**config.mk**
```make
export PLATFORM = sky130hd
export DESIGN_NAME = nvc_ctrl
export DESIGN_NICKNAME = d
export VERILOG_FILES = /design/src/hw/nvc_pkg.sv /design/src/hw/nvc_ctrl.sv /design/src/hw/nvc_divider.sv
export SDC_FILE = /design/constraint.sdc
export NUM_CORES = 1
export LEC_CHECK = 0
export ABC_AREA = 1
export BUFFER_PORTS_ARGS = -buffer_cell sky130_fd_sc_hd__buf_2
export CAP_MARGIN = 20
export CORE_ASPECT_RATIO = 0.5
export CORE_MARGIN = 8
export CORE_UTILIZATION = 51
export DETAILED_ROUTE_END_ITERATION = 12
export PLACE_DENSITY = 0.8
export SYNTH_ARGS = -nofsm -noshare
export SYNTH_HDL_FRONTEND = slang
export SYNTH_SLANG_ARGS = --single-unit
```
**constraint.sdc**
```tcl
create_clock -name clk_i -period 2.27 [get_ports clk_i]
set_clock_uncertainty 0.2 [all_clocks]
set_input_delay 0.227 -clock clk_i [delete_from_list [all_inputs] [get_ports clk_i]]
set_output_delay 0.227 -clock clk_i [all_outputs]
set_load 0.05 [all_outputs]
```
**src/hw/nvc_pkg.sv**
```systemverilog
// Package: register map, control fields and timing for the nv controller
package nvc_pkg;
  // Register offsets (index; byte address is four times the index)
  localparam logic [8:0] NVC_IDX_DATA_LOW  = 9'h10C;
  localparam logic [8:0] NVC_IDX_ADDR_LOW  = 9'h10D;
  localparam logic [8:0] NVC_IDX_DATA_HIGH = 9'h10E;
  localparam logic [8:0] NVC_IDX_ADDR_HIGH = 9'h10F;
  localparam logic [8:0] NVC_IDX_CONTROL   = 9'h18C;
  localparam logic [8:0] NVC_IDX_UNLOCK    = 9'h18D;
  localparam logic [8:0] NVC_IDX_IRQ_STAT  = 9'h190;
  localparam logic [8:0] NVC_IDX_IRQ_MASK  = 9'h191;

  // Control register fields
  localparam int NVC_CTL_PGM_SEL = 7;
  localparam int NVC_CTL_PERMIT  = 2;
  localparam int NVC_CTL_WRITE   = 1;
  localparam int NVC_CTL_READ    = 0;

  // Status and mask fields
  localparam int NVC_IRQ_DONE = 0;

  // Unlock keys
  localparam logic [7:0] NVC_KEY_FIRST  = 8'h55;
  localparam logic [7:0] NVC_KEY_SECOND = 8'hAA;

  // Instruction cycle is four core clocks of 25 ns
  localparam int NVC_CLK_NS      = 25;
  localparam int NVC_INSTR_NS    = 100;
  localparam int NVC_INSTR_CYC   = (NVC_INSTR_NS + NVC_CLK_NS - 1)
                                   / NVC_CLK_NS;
  // Nominal data write time in microseconds
  localparam int NVC_WRITE_US    = 4000;
  localparam int NVC_WRITE_CYC   = NVC_WRITE_US * 1000 / NVC_CLK_NS;

  typedef enum logic [2:0] {
    NVC_IDLE     = 3'b000,
    NVC_RD_DATA  = 3'b001,
    NVC_RD_PGM1  = 3'b011,
    NVC_RD_PGM2  = 3'b010,
    NVC_WRITING  = 3'b110
  } nvc_state_type;

  typedef enum logic [1:0] {
    NVC_LOCKED   = 2'b00,
    NVC_KEY1_OK  = 2'b01,
    NVC_KEY2_OK  = 2'b11
  } nvc_unlock_type;

  // Memory port request
  typedef struct packed {
    logic        rd;
    logic        wr;
    logic        pgm;
    logic [12:0] addr;
    logic [7:0]  wdata;
  } nvc_mem_req_type;

  // Wishbone request as seen by the slave
  typedef struct packed {
    logic        cyc;
    logic        stb;
    logic        we;
    logic [3:0]  sel;
    logic [31:0] adr;
    logic [31:0] dat;
  } nvc_wb_req_type;
endpackage : nvc_pkg

```
**src/hw/nvc_ctrl.sv**
```systemverilog
// Nonvolatile memory read and write controller with Wishbone registers
//
// The implementer's own choice: the Wishbone register port.
`timescale 1ns/1ps
module nvc_ctrl
  import nvc_pkg::*;
#(
  parameter int DATA_AW   = 7,
  parameter int PGM_AW    = 10,
  parameter int WRITE_CYC = NVC_WRITE_CYC
) (
  // Clock and reset
  input  wire logic        clk_i,
  input  wire logic        rst_i,
  // Wishbone slave
  input  wire logic        cyc_i,
  input  wire logic        stb_i,
  input  wire logic        we_i,
  input  wire logic [3:0]  sel_i,
  input  wire logic [31:0] adr_i,
  input  wire logic [31:0] dat_i,
  output logic [31:0]      dat_o,
  output logic             ack_o,
  // Memory port
  output logic             mem_rd_o,
  output logic             mem_wr_o,
  output logic             mem_pgm_o,
  output logic [12:0]      mem_addr_o,
  output logic [7:0]       mem_wdata_o,
  input  wire logic [13:0] mem_rdata_i,
  // Core stall for the ignored instruction
  output logic             core_skip_o,
  // Interrupt
  output logic             irq_o
);
  localparam int WCW = $clog2(WRITE_CYC + 1);
  localparam logic [WCW-1:0] WLAST = WCW'(WRITE_CYC - 1);

  initial begin
    if (DATA_AW < 1 || DATA_AW > 8) $error("nvc_ctrl: bad DATA_AW");
    if (PGM_AW < 1 || PGM_AW > 13) $error("nvc_ctrl: bad PGM_AW");
    if (WRITE_CYC < 1) $error("nvc_ctrl: bad WRITE_CYC");
  end

  nvc_wb_req_type  req;
  nvc_mem_req_type next_mem;
  nvc_state_type   state;
  nvc_unlock_type  unlock;

  logic [7:0]     data_low;
  logic [7:0]     data_high;
  logic [7:0]     addr_low;
  logic [7:0]     addr_high;
  logic           pgm_sel;
  logic           permit;
  logic           wr_bit;
  logic           rd_bit;
  logic           done_flag;
  logic           done_mask;
  logic [WCW-1:0] wcount;
  logic           tick;
  logic           bus_go;
  logic           bus_wr;
  logic [8:0]     idx;
  logic           lane0;
  logic           wr_ctl;
  logic           set_wr;
  logic           wr_end;
  logic           rd_done;

  nvc_divider #(
    .DIV (NVC_INSTR_CYC)
  ) u_div (
    .clk_i  (clk_i),
    .rst_i  (rst_i),
    .tick_o (tick)
  );

  assign req    = '{cyc: cyc_i, stb: stb_i, we: we_i, sel: sel_i,
                    adr: adr_i, dat: dat_i};
  assign bus_go = req.cyc && req.stb && !ack_o;
  assign bus_wr = bus_go && req.we;
  assign idx    = req.adr[10:2];
  assign lane0  = req.sel[0];
  assign wr_ctl = bus_wr && lane0 && (idx == NVC_IDX_CONTROL);
  // Write starts only from a fully unlocked sequence with permit set
  assign set_wr = wr_ctl && req.dat[NVC_CTL_WRITE] && !wr_bit
                  && (state == NVC_IDLE) && (unlock == NVC_KEY2_OK)
                  && permit;
  assign wr_end = (state == NVC_WRITING) && (wcount == WLAST);
  // Capture only once the read strobe and settled address have stood
  assign rd_done = tick && mem_rd_o && ((state == NVC_RD_DATA) ||
                                        (state == NVC_RD_PGM2));

  // Wishbone ack, one cycle after request, dropped next cycle
  always_ff @(posedge clk_i) begin
    if (rst_i) ack_o <= 1'b0;
    else ack_o <= bus_go;
  end

  // Read data mux
  always_ff @(posedge clk_i) begin
    if (rst_i) begin
      dat_o <= 32'h0000_0000;
    end else if (bus_go && !req.we) begin
      if (idx == NVC_IDX_DATA_LOW) dat_o <= {24'h00_0000, data_low};
      else if (idx == NVC_IDX_DATA_HIGH)
        dat_o <= {24'h00_0000, data_high};
      else if (idx == NVC_IDX_ADDR_LOW)
        dat_o <= {24'h00_0000, addr_low};
      else if (idx == NVC_IDX_ADDR_HIGH)
        dat_o <= {24'h00_0000, addr_high};
      else if (idx == NVC_IDX_CONTROL)
        dat_o <= {24'h00_0000, pgm_sel, 4'h0, permit, wr_bit, rd_bit};
      else if (idx == NVC_IDX_IRQ_STAT)
        dat_o <= {31'h0000_0000, done_flag};
      else if (idx == NVC_IDX_IRQ_MASK)
        dat_o <= {31'h0000_0000, done_mask};
      else dat_o <= 32'h0000_0000;
    end
  end

  // Address registers
  always_ff @(posedge clk_i) begin
    if (rst_i) begin
      addr_low  <= 8'h00;
      addr_high <= 8'h00;
    end else if (bus_wr && lane0) begin
      if (idx == NVC_IDX_ADDR_LOW) addr_low <= req.dat[7:0];
      else if (idx == NVC_IDX_ADDR_HIGH) addr_high <= req.dat[7:0];
    end
  end

  // Data registers: loaded by reads, or by software for a write
  always_ff @(posedge clk_i) begin
    if (rst_i) begin
      data_low  <= 8'h00;
      data_high <= 8'h00;
    end else if (rd_done) begin
      data_low <= mem_rdata_i[7:0];
      if (state == NVC_RD_PGM2)
        data_high <= {2'b00, mem_rdata_i[13:8]};
    end else if (bus_wr && lane0) begin
      if (idx == NVC_IDX_DATA_LOW) data_low <= req.dat[7:0];
      else if (idx == NVC_IDX_DATA_HIGH) data_high <= req.dat[7:0];
    end
  end

  // Control bits; permit only ever written by software
  always_ff @(posedge clk_i) begin
    if (rst_i) begin
      pgm_sel <= 1'b0;
      permit  <= 1'b0;
    end else if (wr_ctl) begin
      pgm_sel <= req.dat[NVC_CTL_PGM_SEL];
      permit  <= req.dat[NVC_CTL_PERMIT];
    end
  end

  // Unlock sequence tracker; any other write to the block breaks it, reads do not
  always_ff @(posedge clk_i) begin
    if (rst_i) begin
      unlock <= NVC_LOCKED;
    end else if (bus_wr && lane0 && idx == NVC_IDX_UNLOCK) begin
      if (req.dat[7:0] == NVC_KEY_FIRST && unlock == NVC_LOCKED)
        unlock <= NVC_KEY1_OK;
      else if (req.dat[7:0] == NVC_KEY_SECOND && unlock == NVC_KEY1_OK)
        unlock <= NVC_KEY2_OK;
      else unlock <= NVC_LOCKED;
    end else if (bus_wr) begin
      unlock <= NVC_LOCKED;
    end
  end

  // Sequencer for reads and writes
  always_ff @(posedge clk_i) begin
    if (rst_i) begin
      state  <= NVC_IDLE;
      rd_bit <= 1'b0;
      wr_bit <= 1'b0;
      wcount <= '0;
    end else begin
      case (state)
        NVC_IDLE: begin
          wcount <= '0;
          if (set_wr) begin
            wr_bit <= 1'b1;
            state  <= NVC_WRITING;
          end else if (wr_ctl && req.dat[NVC_CTL_READ]) begin
            rd_bit <= 1'b1;
            state  <= req.dat[NVC_CTL_PGM_SEL] ? NVC_RD_PGM1
                                               : NVC_RD_DATA;
          end
        end
        NVC_RD_DATA: begin
          if (tick && mem_rd_o) begin
            rd_bit <= 1'b0;
            state  <= NVC_IDLE;
          end
        end
        NVC_RD_PGM1: begin
          if (tick) state <= NVC_RD_PGM2;
        end
        NVC_RD_PGM2: begin
          if (tick) begin
            rd_bit <= 1'b0;
            state  <= NVC_IDLE;
          end
        end
        NVC_WRITING: begin
          // Permit is not looked at here
          wcount <= wcount + WCW'(1);
          if (wr_end) begin
            wr_bit <= 1'b0;
            state  <= NVC_IDLE;
          end
        end
        default: state <= NVC_IDLE;
      endcase
    end
  end

  // Memory port requests
  always_comb begin
    next_mem       = '0;
    next_mem.pgm   = pgm_sel;
    next_mem.addr  = pgm_sel ? 13'({addr_high, addr_low}) &
                               13'((1 << PGM_AW) - 1)
                             : 13'(addr_low) & 13'((1 << DATA_AW) - 1);
    next_mem.wdata = data_low;
    next_mem.rd    = (state == NVC_RD_DATA) || (state == NVC_RD_PGM2);
    next_mem.wr    = wr_end;
  end

  always_ff @(posedge clk_i) begin
    if (rst_i) begin
      mem_rd_o    <= 1'b0;
      mem_wr_o    <= 1'b0;
      mem_pgm_o   <= 1'b0;
      mem_addr_o  <= 13'h0000;
      mem_wdata_o <= 8'h00;
      core_skip_o <= 1'b0;
    end else begin
      mem_rd_o    <= next_mem.rd;
      mem_wr_o    <= next_mem.wr;
      mem_pgm_o   <= next_mem.pgm;
      mem_addr_o  <= next_mem.addr;
      mem_wdata_o <= next_mem.wdata;
      core_skip_o <= (state == NVC_RD_PGM2);
    end
  end

  // Done flag: set wins over write-one-to-clear
  always_ff @(posedge clk_i) begin
    if (rst_i) begin
      done_flag <= 1'b0;
      done_mask <= 1'b0;
    end else begin
      if (wr_end) done_flag <= 1'b1;
      else if (bus_wr && lane0 && idx == NVC_IDX_IRQ_STAT &&
               req.dat[NVC_IRQ_DONE])
        done_flag <= 1'b0;
      if (bus_wr && lane0 && idx == NVC_IDX_IRQ_MASK)
        done_mask <= req.dat[NVC_IRQ_DONE];
    end
  end

  always_ff @(posedge clk_i) begin
    if (rst_i) irq_o <= 1'b0;
    else irq_o <= done_flag && done_mask;
  end

  a_write_locked: assert property (@(posedge clk_i) disable iff (rst_i)
    $rose(wr_bit) |-> $past(permit) && $past(unlock == NVC_KEY2_OK))
    else $error("write started without unlock or permit");
  a_permit_blocks: assert property (@(posedge clk_i) disable iff (rst_i)
    !permit && !wr_bit |=> !wr_bit)
    else $error("write bit set while permit clear");
  a_permit_kept: assert property (@(posedge clk_i) disable iff (rst_i)
    !wr_ctl |=> $stable(permit))
    else $error("permit changed without software");
  a_write_runs: assert property (@(posedge clk_i) disable iff (rst_i)
    $rose(wr_bit) |-> wr_bit [*8])
    else $error("write aborted early");
  a_write_done: assert property (@(posedge clk_i) disable iff (rst_i)
    $fell(wr_bit) |-> done_flag && mem_wr_o)
    else $error("write end without flag");
  a_data_read: assert property (@(posedge clk_i) disable iff (rst_i)
    $rose(rd_bit) && !pgm_sel |-> ##[1:8] !rd_bit)
    else $error("data read too slow");
  a_data_hold: assert property (@(posedge clk_i) disable iff (rst_i)
    !rd_done && !(bus_wr && idx == NVC_IDX_DATA_LOW) |=> $stable(data_low))
    else $error("data low changed unexpectedly");
  a_pgm_skip: assert property (@(posedge clk_i) disable iff (rst_i)
    state == NVC_RD_PGM1 && tick |=> ##1 core_skip_o)
    else $error("ignored instruction not signalled");
  a_pgm_word: assert property (@(posedge clk_i) disable iff (rst_i)
    state == NVC_RD_PGM2 && tick |=>
      data_high == {2'b00, $past(mem_rdata_i[13:8])})
    else $error("program high byte wrong");
  a_read_clears: assert property (@(posedge clk_i) disable iff (rst_i)
    rd_done |=> !rd_bit)
    else $error("read bit not cleared");
endmodule : nvc_ctrl

```
**src/hw/nvc_divider.sv**
```systemverilog
// Instruction cycle enable divider
`timescale 1ns/1ps
module nvc_divider
  import nvc_pkg::*;
#(
  parameter int DIV = NVC_INSTR_CYC
) (
  // Clock and reset
  input  wire logic clk_i,
  input  wire logic rst_i,
  // Enable pulse
  output logic      tick_o
);
  localparam int CW = (DIV > 1) ? $clog2(DIV) : 1;
  localparam logic [CW-1:0] LAST = CW'(DIV - 1);

  logic [CW-1:0] count;

  initial begin
    if (DIV < 1) $error("nvc_divider: DIV must be at least 1");
  end

  always_ff @(posedge clk_i) begin
    if (rst_i) begin
      count  <= '0;
      tick_o <= 1'b0;
    end else begin
      tick_o <= (count == LAST);
      if (count == LAST) count <= '0;
      else count <= count + CW'(1);
    end
  end
endmodule : nvc_divider

```
==> key figures <==
Global routing
  • Initial antenna violation count: 0
  • Congestion Overflow GR: 0
  • GRT Total Usage: 18.2%
  • Largest net degree at the start of global routing: 39
  • Vias in the first global route: 4135
  • First-pass GRT wire length: 19400 um

Logic synthesis
  • Ys async rst share: 0%
  • Cell count after synthesis: 633
  • Synth Area in Simple Gates: 27.7%
  • EDFF count, synth: 0
  • Synth Area in XOR/XNOR: 0%
  • Largest family of logic cells by synthesized area: simple AND/OR/NAND/NOR gates
  • Mean Syn Cell Area: 7.44 um2
  • Ys Warns: 0
  • Post-synth top area share: 40.8%
  • Leading area contributor after synthesis: dfxtp_1
  • Mapped cell area: 4710 um2
  • Multiplexer area fraction after synthesis: 0%
  • Synth area leaders: dfxtp_1, nand2_1, nor2_1
  • Yosys cell types: 55
  • Main synth FF type: dfxtp_1
  • Sequential fraction of the synthesis area: 40.8%
  • FF+latch count, synth: 96
  • Post-Synth Adder-Cell Area: 0.531%
  • Post-synthesis compound-gate area fraction: 16.7%

Worst setup path
  • Max incr delay on CP: 360 ps
  • CP Launch Type: flop
  • Req. time, crit path: 2320 ps
  • Worst endpoint data arrival time: 1990 ps
  • Crit. End Element: flop
  • Crit path buffers/inverters: 1
  • Family with the most delay on the worst path: simple AND/OR/NAND/NOR gates
  • CP Max Fanout: 4
  • CP cell instances: ha_1, nand4_1, nor2_2, nand2_1, clkinv_1, nand2_1, a21oi_2, nand3_1, nor2_1, nor2_1
  • Crit path kind: reg -> reg
  • Crit-path slowest cell: dfxtp_1

Detailed routing
  • First drt pass iteration count: 7
  • Detailed Route Iter0 Violations: 399
  • ANT nets after route: 0
  • # DRC: 0
  • Via/cell ratio: 5.21
  • DR WL/cell: 14.1 um
  • DRT Wirelength: 11700 um
  • Via count: 4324

CTS
  • CTS Root Cell: clkbuf_16
  • Post-CTS Resized: 0
  • Maximum root-to-sink buffer count: 2
  • Clock latency on the worst-skew pair: 350 ps
  • CTS clk-pin slew, worst paths: 70 ps
  • Clock sink count: 96
  • CTS tree: yes
  • H-tree depth: 3
  • TritonCTS Buffers: 9

Power
  • Internal Pwr Total: 2.77 mW
  • Comb pwr share: 18.8%
  • Psw: 1.26 mW
  • Clock Power Share: 37.1%
  • Leakage: 2.30 nW
  • Power Dens Cells: 747 nW/um2
  • Peak VDD IR: 0.463 mV
  • Flop pwr share: 44.1%
  • Sw frac: 31.2%

Finish
  • Final net count: 797
  • Fill cell count: 824
  • Layout cells sized above 1: 19.4%
  • Synth-to-layout area growth: 14.6%
  • Diodes inserted: 0

Timing
  • Setup TNS: 0 ps
  • Fin worst setup slack: 330 ps
  • Post-route minimum period: 1940 ps
  • Worst Tran Pin Value: 506 ps
  • Final Cycle Share: 85.4%
  • Final Max Slew Viols: 0
  • Setup-failing EPs final: 0
  • RSZ-0062 raised after global routing: false
  • FMAX: 516 MHz
  • Slew HR: 66.2%
  • Count of final hold-check violations: 0

Floorplanning
  • Ports: 146
  • Total core area: 8830 um2
  • Cell Rows: 24
  • Die height: 83.9 um
  • Die Area: 12700 um2
  • Die extent in x: 152 um
  • Starting Density: 53.3%

Placement
  • PortBufs: 68
  • HPWL after DPL: 8540 um
  • Final GP Congestion: 0.891
  • Place WS: 250 ps

Status
  • Status: complete, no violations

Run
  • Max-Cap Viols: 0

Hold path
  • Worst Hold Class: in -> reg
registers in the layout (all words and copies together), names as in the netlist, 2 cells and up:
| register | cells |
|---|---|
| addr_high | 8 |
| addr_low | 8 |
| dat_o | 8 |
| data_high | 8 |
| data_low | 8 |
| mem_addr_o | 10 |
| mem_wdata_o | 8 |
| state | 3 |
| u_div.count | 2 |
| unlock | 2 |
| wcount | 18 |
power groups by stage:
stage | clock (mW) | combinational [mW] | sequential (mW)
floorplan | 0 | 0.564 | 1.84
global placement | 0 | 0.722 | 1.81
detailed placement | 0 | 0.736 | 1.81
CTS | 1.51 | 0.753 | 1.78
global route | 1.59 | 0.833 | 1.78
finish | 1.49 | 0.759 | 1.78
through the flow:
| stage | instance area, um2 | hold slack [ps] | instances | utilization [%] | power (mW) |
|---|---|---|---|---|---|
| after floorplan | 4810 | 176 | 659 | - | 2.41 |
| after global placement | 4990 | 218 | 803 | 56.6 | 2.53 |
| after detailed placement | 4990 | 232 | 803 | 56.6 | 2.55 |
| after CTS | 5400 | 14.7 | 830 | 61.1 | 4.04 |
| after global routing | 5400 | 56.5 | 830 | 61.1 | 4.20 |
| final | 5400 | 19.9 | 830 | 61.1 | 4.03 |
placed cells by master, fill, tap and decap left out, types with 9 or more instances in the layout:
cell type / n
nor2_1: 86
conb_1: 27
nor3_1: 9
buf_2: 68
clkbuf_16: 9
nand4_1: 16
dlygate4sd3_1: 11
inv_2: 11
inv_1: 70
o21ai_1: 10
o211ai_1: 10
a21oi_1: 42
dfxtp_1: 96
o21ai_0: 31
nand3_1: 29
nand2_1: 103
cell type report:
cell class	instances	area, um2	area share, %
Inverter	85	330	6.12
Multi-Input combinational cell	432	2220	41.1
Clock inverter	5	57.6	1.07
Clock buffer	11	233	4.31
Sequential cell	96	1920	35.6
Timing Repair Buffer	84	488	9.04
Tap cell	117	146	2.71
routing by layer:
metal / wire length (um) / track usage (%)
met4: 256 / 6.78
met2: 5590 / 30.5
met1: 5100 / 21.7
met5: 0 / 0
met3: 794 / 5.40
final timing paths:
path | startpoint | endpoint | slack [ps] | cells past startpoint
hold reg to reg | data_low[1]$_SDFFE_PP0P_ | mem_wdata_o[1]$_SDFF_PP0_ | 240 | 2
setup reg to reg | wcount[0]$_SDFFE_PP0P_ | state[1]$_SDFFE_PP0P_ | 330 | 10
hold / removal | dat_i[5] | addr_high[5]$_SDFFE_PP0P_ | 20 | 3
setup / recovery | wcount[0]$_SDFFE_PP0P_ | state[1]$_SDFFE_PP0P_ | 330 | 10
synth_stat cells, types with 2 or more instances:
master / n
a211oi_2: 2
nand3_2: 2
nand2_2: 5
nor2_4: 6
o21ai_2: 5
clkbuf_1: 7
buf_2: 2
o21ai_1: 10
a21oi_2: 4
buf_4: 29
dfxtp_1: 96
o211ai_1: 10
nor3_1: 9
a31oi_1: 7
nand2_1: 103
inv_2: 11
nand3_1: 29
nor2_2: 2
ha_1: 2
nor4_1: 3
buf_6: 4
clkbuf_8: 2
nand3_4: 2
a21oi_1: 42
inv_1: 70
a211oi_1: 7
nor2_1: 86
o21ai_0: 31
nand2_4: 2
a221oi_1: 2
nand4_1: 16
a311oi_1: 2
worst register-to-register path, delay by kind of cell, from the launching register on:
family          cells  cell delay (ps)
simple gates        7              820
flops               1              360
fa+ha+maj           1              200
compound gates      1              160
buf+inv             1              110
kinds of logic (layout without fill, tap and decap cells):
group | after synthesis | in the layout
fa+ha+maj | 2 | 2
buf+inv | 131 | 185
compound gates | 129 | 129
flops | 96 | 96
other cells | 1 | 27
simple gates | 274 | 274
repair_timing:
action	in CTS	in global routing
buffers inserted	0	0
hold buffers	11	0
endpoints found under the hold margin	11	0
No activity file was read; power rests on OpenSTA's default activity.
